$ cat src/wtu_defines.svh
// Purpose: named offsets, fields, reset values and timing figures of the watchdog
// Assumes: included by bare name from every design file that needs it
// Notes:   definitions only
`ifndef WTU_DEFINES_SVH
`define WTU_DEFINES_SVH

// ---------------------------------------------------------------
// register offsets (byte addresses, one aligned word each)
// ---------------------------------------------------------------
`define WTU_ADDR_W        12
`define WTU_OFF_CTRL      12'h000
`define WTU_OFF_COUNT     12'h004
`define WTU_OFF_STATE     12'h008
`define WTU_OFF_IRQ_STAT  12'h00C
`define WTU_OFF_IRQ_MASK  12'h010

// ---------------------------------------------------------------
// field positions
// ---------------------------------------------------------------
`define WTU_CTRL_PRE_LSB  0
`define WTU_CTRL_PRE_MSB  1
`define WTU_CTRL_ENH_BIT  2
`define WTU_CTRL_REL_LSB  8
`define WTU_CTRL_REL_MSB  15
`define WTU_ST_RUN_BIT    0
`define WTU_ST_INIT_BIT   1
`define WTU_ST_RST_BIT    2
`define WTU_ST_STOP_BIT   3
`define WTU_IRQ_OVF       0
`define WTU_IRQ_DISIGN    1
`define WTU_IRQ_SRV       2
`define WTU_IRQ_W         3

// ---------------------------------------------------------------
// reset values
// ---------------------------------------------------------------
`define WTU_PRE_RST       2'h0
`define WTU_REL_RST       8'h00
`define WTU_ENH_RST       1'b0
`define WTU_MASK_RST      3'h0

// ---------------------------------------------------------------
// counter and prescaler constants
// ---------------------------------------------------------------
`define WTU_CNT_W         16
`define WTU_CNT_MAX       16'hFFFF
`define WTU_LOW_CLR       8'h00
`define WTU_DIV2_MASK     8'h01
`define WTU_DIV4_MASK     8'h03
`define WTU_DIV128_MASK   8'h7F
`define WTU_DIV256_MASK   8'hFF

// ---------------------------------------------------------------
// default interval, quoted at a 40 MHz system clock
// ---------------------------------------------------------------
`define WTU_SPEC_MHZ        40
`define WTU_DEF_INTERVAL_NS 3280000
`define WTU_DEF_CYCLES      ((`WTU_DEF_INTERVAL_NS * `WTU_SPEC_MHZ) / 1000)
`define WTU_STRUCT_CYCLES   (2 * 65536)
`define WTU_RST_CYCLES_DEF  16

`endif

$ cat src/wtu_pkg.sv
// Purpose: types shared by the watchdog files
// Assumes: nothing
// Notes:   instruction strobes travel together as one struct
package wtu_pkg;

	typedef struct packed {
		logic service;
		logic end_of_init_instruction;
		logic timer_disable_instruction;
		logic timer_enable_instruction;
	} wtu_instr_s;

	typedef enum logic [2:0] {
		WTU_ST_RUN   = 3'h1,
		WTU_ST_STOP  = 3'h2,
		WTU_ST_RESET = 3'h4
	} wtu_state_e;

	typedef enum logic [1:0] {
		WTU_DIV2   = 2'h0,
		WTU_DIV4   = 2'h1,
		WTU_DIV128 = 2'h2,
		WTU_DIV256 = 2'h3
	} wtu_div_e;

	typedef logic [7:0] wtu_reload_t;

endpackage

$ cat src/wtu_watchdog.sv
// Purpose: fail-safe watchdog with 16-bit counter, reload byte and APB registers
// Assumes: instruction strobes are one-cycle pulses synchronous to ref_clk
// Notes:   overflow holds the internal reset request for RST_CYCLES cycles
//
// Functional notes
// - every reset leaves the counter running so start-up is supervised.
// - compatible mode accepts disable only before end of initialisation.
// - enhanced mode disables and enables on the instructions at any time.
// - overflow requests internal chip reset and drives reset indication low.
// - sixteen-bit counter advances at system clock divided by 2, 4, 128 or 256.
// - an eight-bit reload value is the starting high byte of the counter.
// - each service loads the high byte from reload and clears the low byte.
// - settings span roughly 13 us to 419 ms at 40 MHz.
// - default interval after reset is 3.28 ms at 40 MHz.
//
// The register addresses and the APB register port were chosen for this implementation.
`include "wtu_defines.svh"

module wtu_watchdog #(
	parameter int unsigned RST_CYCLES = `WTU_RST_CYCLES_DEF
) (
	input  wire logic                  ref_clk,
	input  wire logic                  rst_n,
	input  wire wtu_pkg::wtu_instr_s   instr,
	input  wire logic [`WTU_ADDR_W-1:0] paddr,
	input  wire logic                  psel,
	input  wire logic                  penable,
	input  wire logic                  pwrite,
	input  wire logic [31:0]           pwdata,
	input  wire logic [3:0]            pstrb,
	output logic [31:0]                prdata,
	output logic                       pready,
	output logic                       pslverr,
	output logic                       chip_reset_req,
	output logic                       reset_indication_output_n,
	output logic                       irq
);

	// ---------------------------------------------------------------
	// elaboration checks
	// ---------------------------------------------------------------
	if (RST_CYCLES < 4 || RST_CYCLES > 4096) begin : g_chk_rst
		$error("wtu_watchdog: RST_CYCLES must lie in 4..4096");
	end
	// structural default interval must match the quoted figure within one percent
	if ((`WTU_STRUCT_CYCLES * 100 > `WTU_DEF_CYCLES * 101)
		|| (`WTU_STRUCT_CYCLES * 101 < `WTU_DEF_CYCLES * 100)) begin : g_chk_int
		$error("wtu_watchdog: default interval does not match the counter");
	end

	// ---------------------------------------------------------------
	// declarations
	// ---------------------------------------------------------------
	wtu_pkg::wtu_state_e    st_r;
	wtu_pkg::wtu_state_e    st_nxt;
	wtu_pkg::wtu_div_e      pre_r;
	wtu_pkg::wtu_reload_t   reload_r;
	logic                   enh_r;
	logic                   init_done_r;
	logic [`WTU_CNT_W-1:0]  cnt_r;
	logic [12:0]            rst_cnt_r;
	logic [`WTU_IRQ_W-1:0]  irq_stat_r;
	logic [`WTU_IRQ_W-1:0]  irq_mask_r;
	logic [`WTU_IRQ_W-1:0]  irq_ev;
	logic [`WTU_IRQ_W-1:0]  irq_clr;
	logic [31:0]            prdata_r;
	logic                   pslverr_r;
	logic [31:0]            rd_data;
	logic                   rd_hit;
	logic                   tick;
	logic                   live;
	logic                   srv_eff;
	logic                   dis_ok;
	logic                   dis_ign;
	logic                   ovf;
	logic                   rst_done;
	logic                   apb_setup;
	logic                   apb_wr;
	logic                   apb_rd;
	logic                   seen_r;

	// ---------------------------------------------------------------
	// instruction decode
	// ---------------------------------------------------------------
	assign live     = (st_r != wtu_pkg::WTU_ST_RESET);
	assign srv_eff  = instr.service && live;
	// compatible mode lets disable through only before end of init
	assign dis_ok   = instr.timer_disable_instruction && live
		&& (enh_r || !init_done_r);
	assign dis_ign  = instr.timer_disable_instruction && live && !enh_r && init_done_r;
	// a timely service in the wrap cycle still counts as service
	assign ovf      = (st_r == wtu_pkg::WTU_ST_RUN) && tick
		&& (cnt_r == `WTU_CNT_MAX) && !instr.service;
	assign rst_done = (st_r == wtu_pkg::WTU_ST_RESET) && (rst_cnt_r == '0);

	// ---------------------------------------------------------------
	// prescaler
	// ---------------------------------------------------------------
	wtu_prescaler #(
		.WIDTH (8)
	) u_pre (
		.ref_clk (ref_clk),
		.rst_n   (rst_n),
		.enable  (st_r == wtu_pkg::WTU_ST_RUN),
		.clear   (srv_eff || !live),
		.sel     (pre_r),
		.tick    (tick)
	);

	// ---------------------------------------------------------------
	// state machine
	// ---------------------------------------------------------------
	always_comb begin
		st_nxt = st_r;
		unique case (st_r)
			wtu_pkg::WTU_ST_RUN: begin
				if (ovf) begin
					st_nxt = wtu_pkg::WTU_ST_RESET;
				end else if (dis_ok && !(enh_r && instr.timer_enable_instruction)) begin
					st_nxt = wtu_pkg::WTU_ST_STOP;
				end
			end
			wtu_pkg::WTU_ST_STOP: begin
				// compatible mode stays off once disabled
				if (enh_r && instr.timer_enable_instruction) begin
					st_nxt = wtu_pkg::WTU_ST_RUN;
				end
			end
			wtu_pkg::WTU_ST_RESET: begin
				if (rst_done) begin
					st_nxt = wtu_pkg::WTU_ST_RUN;
				end
			end
			default: st_nxt = wtu_pkg::WTU_ST_RESET;
		endcase
	end

	always_ff @(posedge ref_clk or negedge rst_n) begin
		if (!rst_n) begin
			st_r <= wtu_pkg::WTU_ST_RUN;
		end else begin
			st_r <= st_nxt;
		end
	end

	always_ff @(posedge ref_clk or negedge rst_n) begin
		if (!rst_n) begin
			rst_cnt_r <= '0;
		end else if (ovf) begin
			rst_cnt_r <= 13'(RST_CYCLES - 1);
		end else if (!live && rst_cnt_r != '0) begin
			rst_cnt_r <= rst_cnt_r - 1'b1;
		end
	end

	// end of the internal reset re-opens the initialisation window
	always_ff @(posedge ref_clk or negedge rst_n) begin
		if (!rst_n) begin
			init_done_r <= 1'b0;
		end else if (rst_done) begin
			init_done_r <= 1'b0;
		end else if (instr.end_of_init_instruction && live) begin
			init_done_r <= 1'b1;
		end
	end

	// ---------------------------------------------------------------
	// counter
	// ---------------------------------------------------------------
	always_ff @(posedge ref_clk or negedge rst_n) begin
		if (!rst_n) begin
			cnt_r <= {`WTU_REL_RST, `WTU_LOW_CLR};
		end else if (srv_eff || ovf || !live) begin
			cnt_r <= {reload_r, `WTU_LOW_CLR};
		end else if (st_r == wtu_pkg::WTU_ST_RUN && tick) begin
			cnt_r <= cnt_r + 1'b1;
		end
	end

	// ---------------------------------------------------------------
	// reset outputs
	// ---------------------------------------------------------------
	// both come straight from the one-hot state bit, so no glitch reaches the pins
	assign chip_reset_req            = st_r[`WTU_ST_RST_BIT];
	assign reset_indication_output_n = !st_r[`WTU_ST_RST_BIT];

	// ---------------------------------------------------------------
	// APB slave
	// ---------------------------------------------------------------
	assign apb_setup = psel && !penable;
	assign apb_wr    = psel && penable && pwrite && !pslverr_r;
	assign apb_rd    = psel && penable && !pwrite;
	// zero wait states: data is prepared in the setup cycle
	assign pready    = 1'b1;
	assign prdata    = prdata_r;
	assign pslverr   = pslverr_r;

	always_comb begin
		rd_data = '0;
		rd_hit  = 1'b1;
		case (paddr)
			`WTU_OFF_CTRL: begin
				rd_data[`WTU_CTRL_PRE_MSB:`WTU_CTRL_PRE_LSB] = pre_r;
				rd_data[`WTU_CTRL_ENH_BIT]                   = enh_r;
				rd_data[`WTU_CTRL_REL_MSB:`WTU_CTRL_REL_LSB] = reload_r;
			end
			`WTU_OFF_COUNT:    rd_data[`WTU_CNT_W-1:0] = cnt_r;
			`WTU_OFF_STATE: begin
				rd_data[`WTU_ST_RUN_BIT]  = st_r[`WTU_ST_RUN_BIT];
				rd_data[`WTU_ST_INIT_BIT] = init_done_r;
				rd_data[`WTU_ST_RST_BIT]  = st_r[`WTU_ST_RST_BIT];
				rd_data[`WTU_ST_STOP_BIT] = (st_r == wtu_pkg::WTU_ST_STOP);
			end
			`WTU_OFF_IRQ_STAT: rd_data[`WTU_IRQ_W-1:0] = irq_stat_r;
			`WTU_OFF_IRQ_MASK: rd_data[`WTU_IRQ_W-1:0] = irq_mask_r;
			default:           rd_hit = 1'b0;
		endcase
	end

	always_ff @(posedge ref_clk or negedge rst_n) begin
		if (!rst_n) begin
			prdata_r  <= '0;
			pslverr_r <= 1'b0;
		end else if (apb_setup) begin
			prdata_r  <= pwrite ? 32'h0000_0000 : rd_data;
			pslverr_r <= !rd_hit || (pwrite && paddr != `WTU_OFF_CTRL
				&& paddr != `WTU_OFF_IRQ_MASK);
		end
	end

	always_ff @(posedge ref_clk or negedge rst_n) begin
		if (!rst_n) begin
			pre_r    <= wtu_pkg::wtu_div_e'(`WTU_PRE_RST);
			enh_r    <= `WTU_ENH_RST;
			reload_r <= `WTU_REL_RST;
		end else if (apb_wr && paddr == `WTU_OFF_CTRL) begin
			if (pstrb[0]) begin
				pre_r <= wtu_pkg::wtu_div_e'(pwdata[`WTU_CTRL_PRE_MSB:`WTU_CTRL_PRE_LSB]);
				enh_r <= pwdata[`WTU_CTRL_ENH_BIT];
			end
			if (pstrb[1]) begin
				reload_r <= pwdata[`WTU_CTRL_REL_MSB:`WTU_CTRL_REL_LSB];
			end
		end
	end

	always_ff @(posedge ref_clk or negedge rst_n) begin
		if (!rst_n) begin
			irq_mask_r <= `WTU_MASK_RST;
		end else if (apb_wr && paddr == `WTU_OFF_IRQ_MASK && pstrb[0]) begin
			irq_mask_r <= pwdata[`WTU_IRQ_W-1:0];
		end
	end

	// ---------------------------------------------------------------
	// interrupts
	// ---------------------------------------------------------------
	always_comb begin
		irq_ev                  = '0;
		irq_ev[`WTU_IRQ_OVF]    = ovf;
		irq_ev[`WTU_IRQ_DISIGN] = dis_ign;
		irq_ev[`WTU_IRQ_SRV]    = srv_eff;
	end

	// only the bits the reader saw are cleared; a new event always survives
	assign irq_clr = (apb_rd && paddr == `WTU_OFF_IRQ_STAT) ? prdata_r[`WTU_IRQ_W-1:0] : '0;

	always_ff @(posedge ref_clk or negedge rst_n) begin
		if (!rst_n) begin
			irq_stat_r <= '0;
		end else begin
			irq_stat_r <= (irq_stat_r & ~irq_clr) | irq_ev;
		end
	end

	assign irq = |(irq_stat_r & irq_mask_r);

	// ---------------------------------------------------------------
	// assertions
	// ---------------------------------------------------------------
	always_ff @(posedge ref_clk or negedge rst_n) begin
		if (!rst_n) begin
			seen_r <= 1'b0;
		end else begin
			seen_r <= 1'b1;
		end
	end
endmodule

$ cat src/wtu_prescaler.sv
// Purpose: divides the system clock into a one-cycle count enable
// Assumes: sel stable while counting; clear restarts the division
// Notes:   tick every 2, 4, 128 or 256 enabled cycles
`include "wtu_defines.svh"

module wtu_prescaler #(
	parameter int unsigned WIDTH = 8
) (
	input  wire logic              ref_clk,
	input  wire logic              rst_n,
	input  wire logic              enable,
	input  wire logic              clear,
	input  wire wtu_pkg::wtu_div_e sel,
	output logic                   tick
);

	logic [WIDTH-1:0] div_r;
	logic [7:0]       mask;

	if (WIDTH < 8) begin : g_chk
		$error("wtu_prescaler: WIDTH must be at least 8");
	end

	always_comb begin
		unique case (sel)
			wtu_pkg::WTU_DIV2:   mask = `WTU_DIV2_MASK;
			wtu_pkg::WTU_DIV4:   mask = `WTU_DIV4_MASK;
			wtu_pkg::WTU_DIV128: mask = `WTU_DIV128_MASK;
			wtu_pkg::WTU_DIV256: mask = `WTU_DIV256_MASK;
		endcase
	end

	// terminal value of the selected low bits marks the end of a period
	assign tick = enable && ((div_r[7:0] & mask) == mask);

	always_ff @(posedge ref_clk or negedge rst_n) begin
		if (!rst_n) begin
			div_r <= '0;
		end else if (clear) begin
			div_r <= '0;
		end else if (enable) begin
			div_r <= div_r + 1'b1;
		end
	end
endmodule

$ cat config.mk
export PLATFORM = sky130hd
export DESIGN_NAME = wtu_watchdog
export DESIGN_NICKNAME = d
export VERILOG_FILES = /design/src/wtu_pkg.sv /design/src/wtu_watchdog.sv /design/src/wtu_prescaler.sv
export VERILOG_INCLUDE_DIRS = /design/src
export SDC_FILE = /design/constraint.sdc
export NUM_CORES = 1
export LEC_CHECK = 0
export BUFFER_PORTS_ARGS = -buffer_cell sky130_fd_sc_hd__buf_2
export CAP_MARGIN = 20
export CORE_UTILIZATION = 45
export DETAILED_ROUTE_END_ITERATION = 12
export PLACE_DENSITY = 0.77
export SETUP_SLACK_MARGIN = 0.05
export SKIP_LAST_GASP = 1
export SLEW_MARGIN = 15
export SYNTH_ARGS = -nofsm -noshare
export SYNTH_HDL_FRONTEND = slang
export SYNTH_SLANG_ARGS = --single-unit
$ cat constraint.sdc
create_clock -name ref_clk -period 2.4 [get_ports ref_clk]
set_input_delay 0.24 -clock ref_clk [delete_from_list [all_inputs] [get_ports ref_clk]]
set_output_delay 0.24 -clock ref_clk [all_outputs]
set_load 0.02 [all_outputs]
==> run summary <==
## Final layout
* **number of antenna cells inserted** 0
* **post-route non-filler standard cell count** 595
* **fraction of layout cells with a size suffix above 1** 0.2423
* **total number of nets in the final design** 545
* **area growth from synthesis to layout** 14.07%

## Clock tree
* **post-cts resize count** 0
* **clock tree from TritonCTS** built
* **Num CTS Buffers** 9
* **Worst-Skew Late Latency** 340 ps
* **clock slew seen by the registers of the worst setup and hold paths** 70 ps
* **total number of clock tree sinks** 75
* **Clock Root Buffer** sky130_fd_sc_hd__clkbuf_8
* **Bufs on Longest Clock Path** 2
* **CTS H-Tree Depth** 3

## Place
* **pre-CTS worst setup slack** 337.2 ps
* **# placed instances** 580
* **HPWL after detailed placement** 6672 um
* **Final Wtd Congestion** 0.9080
* **Port Buf Inserts** 53

## Die
* **placeable core region** 8763 um^2
* **IO Pins** 94
* **die outline height** 97.24 um
* **number of cell rows** 34
* **horizontal extent of the die** 97.24 um
* **initial standard-cell utilization of the core** 0.4657
* **area of the die** 9455 um^2

## Timing
* **worst rel slew slack** 0.6112
* **setup repair after global routing missed its margin** false
* **worst-margin pin slew** 581.9 ps
* **Worst Skew** 13.03 ps
* **Sum Neg Setup Slack** 0 ps
* **period utilisation layout** 0.8937
* **Period minus WS final** 2145 ps
* **crit path setup slack, layout** 255.1 ps
* **fmax** 466.2 MHz
* **Setup Viol. Count Final** 0
* **Slew Limit Fails** 0
* **count of endpoints failing hold in the final timing report** 0

## Detailed routing
* **drc violations** 0
* **number of detailed-routing iterations run before antenna repair** 5
* **Avg Vias per Cell** 5.842
* **final wirelength** 9121 um
* **antenna violation net count after detailed routing** 0
* **number of vias in the routed layout** 3,476
* **DRC marker count from the first detailed-route iteration** 279
* **routed wire length per instance** 15.33 um

## Critical path
* **data arrival time of the critical path** 2400 ps
* **Max Fanout on Critical Path** 6
* **cell count of the worst reg-to-reg path** 6
* **worst-path cell with the longest stage delay** sky130_fd_sc_hd__dfrtp_1
* **kind of start point of the critical path** flop
* **ordered list of cells on the worst path** inv_1, ha_1, nor3b_1, nand4_1, o31a_1, o22ai_1
* **Worst path max stage delay** 430 ps
* **worst endpoint required time** 2660 ps
* **CP top delay family** simple AND/OR/NAND/NOR gates
* **type of the worst setup path** reg2reg
* **WP buf/inv** 1
* **WP depth** 6
* **capturing element type of the critical path** flop

## Yosys
* **library cell occupying the most area in the post-synthesis netlist** sky130_fd_sc_hd__dfrtp_1
* **EDFF count, synth** 0
* **most frequent cell after synthesis** sky130_fd_sc_hd__dfrtp_1
* **sequential share of the synthesized area** 0.4601
* **synthesized area per cell** 9.788 um^2
* **synthesis warning total** 0
* **count of state elements after synthesis** 75
* **top cell type's share of synthesized area** 0.4537
* **main flop type after synthesis** sky130_fd_sc_hd__dfrtp_1
* **proportion of register bits with asynchronous set or reset after synthesis** 1.000
* **number of distinct library cell variants in the gate-level netlist after synthesis** 63
* **ranking of synthesized cells by area** sky130_fd_sc_hd__dfrtp_1, sky130_fd_sc_hd__nand2_1, sky130_fd_sc_hd__mux2_2, sky130_fd_sc_hd__buf_4, sky130_fd_sc_hd__o21ai_0
* **Synth top cells by count** sky130_fd_sc_hd__dfrtp_1, sky130_fd_sc_hd__nand2_1, sky130_fd_sc_hd__nor2_1
* **cell area after synthesis** 4081 um^2
* **count of mapped cells out of synthesis** 417

## Pwr
* **total power per unit cell area** 465.7 nW/um^2
* **leakage power of the design** 2.115 nW
* **Peak supply drop** 0.0001971 V

## Global routing
* **largest net degree at the start of global routing** 76
* **vias in the first global route** 3,448
* **number of antenna violations at the first check in global routing** 0
* **first-pass GRT wire length** 15,740 um
* **total global routing overflow** 0
* **All-Layer GR Usage** 0.2020

## Flow run
* **Max Cap Viol** 0

## Hold path
* **hold crit path type** in2reg
* **WHS Path Cells** 2

## Run status
* **status** completed

routing by layer:
layer	vias to the layer above	track usage	part of all wire
met3	12	0.04173	0.064
met2	130	0.3191	0.47
met1	1703	0.2737	0.45
met5	-	0	0
met4	0	0.07805	0.015
li1	1631	-	-
area by class of cell:
type,instances,area [um^2]
multi-input cells,313,2023
fillers,767,4108
well taps,108,135.1
repair buffers,72,422.9
clock inverters,4,20.02
clock buffers,10,127.6
flip-flops and latches,75,1878
inverters,13,48.80
cell families (layout without fill, tap and decap cells):
logic type,count (synthesis),in the layout,synth area share
AND/OR/NAND/NOR,169,169,0.2321
buffers and inverters,44,99,0.05947
other,2,17,0.001840
flip-flops,75,75,0.4601
multiplexers,22,22,0.05947
AO/OA/AOI/OAI,88,88,0.1469
XOR/XNOR,13,13,0.02790
adder cells (fa/ha/maj),4,4,0.01226
stage by stage:
stage	util	hold slack, ps	cell area, um^2	total power, W
global route	0.5313	119.4	4656	0.002260
global placement	0.5133	298.9	4498	0.001409
detailed placement	0.5133	302.2	4498	0.001412
CTS	0.5313	118.7	4656	0.002189
floorplan	-	-55.59	4138	0.001365
finish	0.5313	132.8	4656	0.002168
worst paths after layout:
kind | slack (ps) | from | to
setup / recovery | 260 | rst_cnt_r[0] | st_r[0]
max in group asynchronous | 1620 | rst_n | st_r[0]
setup reg to reg | 260 | rst_cnt_r[0] | st_r[0]
hold / removal | 130 | pwdata[11] | reload_r[3]
hold reg to reg | 460 | prdata[15] | prdata[15]
min in group asynchronous | 460 | rst_n | prdata[5]
where the power goes:
group / switching [W] / total (W) / internal (W)
logic: 0.0000834 / 0.000117 / 0.0000336
clock network: 0.000424 / 0.000781 / 0.000357
registers: 0.00000286 / 0.00127 / 0.00127
sequential cells by signal, summed over array words and instances, names as in the netlist:
signal       cells
cnt_r           16
enh_r            1
init_done_r      1
irq_mask_r       3
irq_stat_r       3
prdata          16
pre_r            2
pslverr          1
reload_r         8
rst_cnt_r       13
st_r             3
u_pre.div_r      8
timing repair:
action,4_1_cts,5_1_grt
hold buffers,1,0
endpoints found under the setup margin,0,0
hold endpoints to repair,74,0
buffers inserted,0,0
cells in the final DEF (no fill, tap or decap), types with 4 or more instances in the layout:
cell type / netlist / final
sky130_fd_sc_hd__a21oi_1: 14 / 14
sky130_fd_sc_hd__a222oi_1: 4 / 4
sky130_fd_sc_hd__a22o_1: 6 / 6
sky130_fd_sc_hd__a22oi_1: 8 / 8
sky130_fd_sc_hd__and3_1: 5 / 5
sky130_fd_sc_hd__buf_2: 8 / 53
sky130_fd_sc_hd__buf_4: 18 / 17
sky130_fd_sc_hd__clkbuf_8: 0 / 9
sky130_fd_sc_hd__clkinv_2: 0 / 4
sky130_fd_sc_hd__conb_1: 2 / 17
sky130_fd_sc_hd__dfrtp_1: 74 / 74
sky130_fd_sc_hd__ha_1: 4 / 4
sky130_fd_sc_hd__inv_1: 13 / 13
sky130_fd_sc_hd__mux2_2: 14 / 14
sky130_fd_sc_hd__mux2i_1: 7 / 7
sky130_fd_sc_hd__nand2_1: 46 / 46
sky130_fd_sc_hd__nand3_1: 11 / 11
sky130_fd_sc_hd__nand4_1: 14 / 14
sky130_fd_sc_hd__nand4b_1: 4 / 4
sky130_fd_sc_hd__nor2_1: 26 / 26
sky130_fd_sc_hd__nor2b_1: 4 / 4
sky130_fd_sc_hd__nor3_1: 13 / 13
sky130_fd_sc_hd__nor3b_1: 5 / 5
sky130_fd_sc_hd__nor4_1: 8 / 7
sky130_fd_sc_hd__o21ai_0: 25 / 25
sky130_fd_sc_hd__o31ai_1: 5 / 5
sky130_fd_sc_hd__or3_1: 7 / 7
sky130_fd_sc_hd__xnor2_1: 7 / 7
sky130_fd_sc_hd__xor2_1: 6 / 6
No activity file was read; power rests on OpenSTA's default activity.
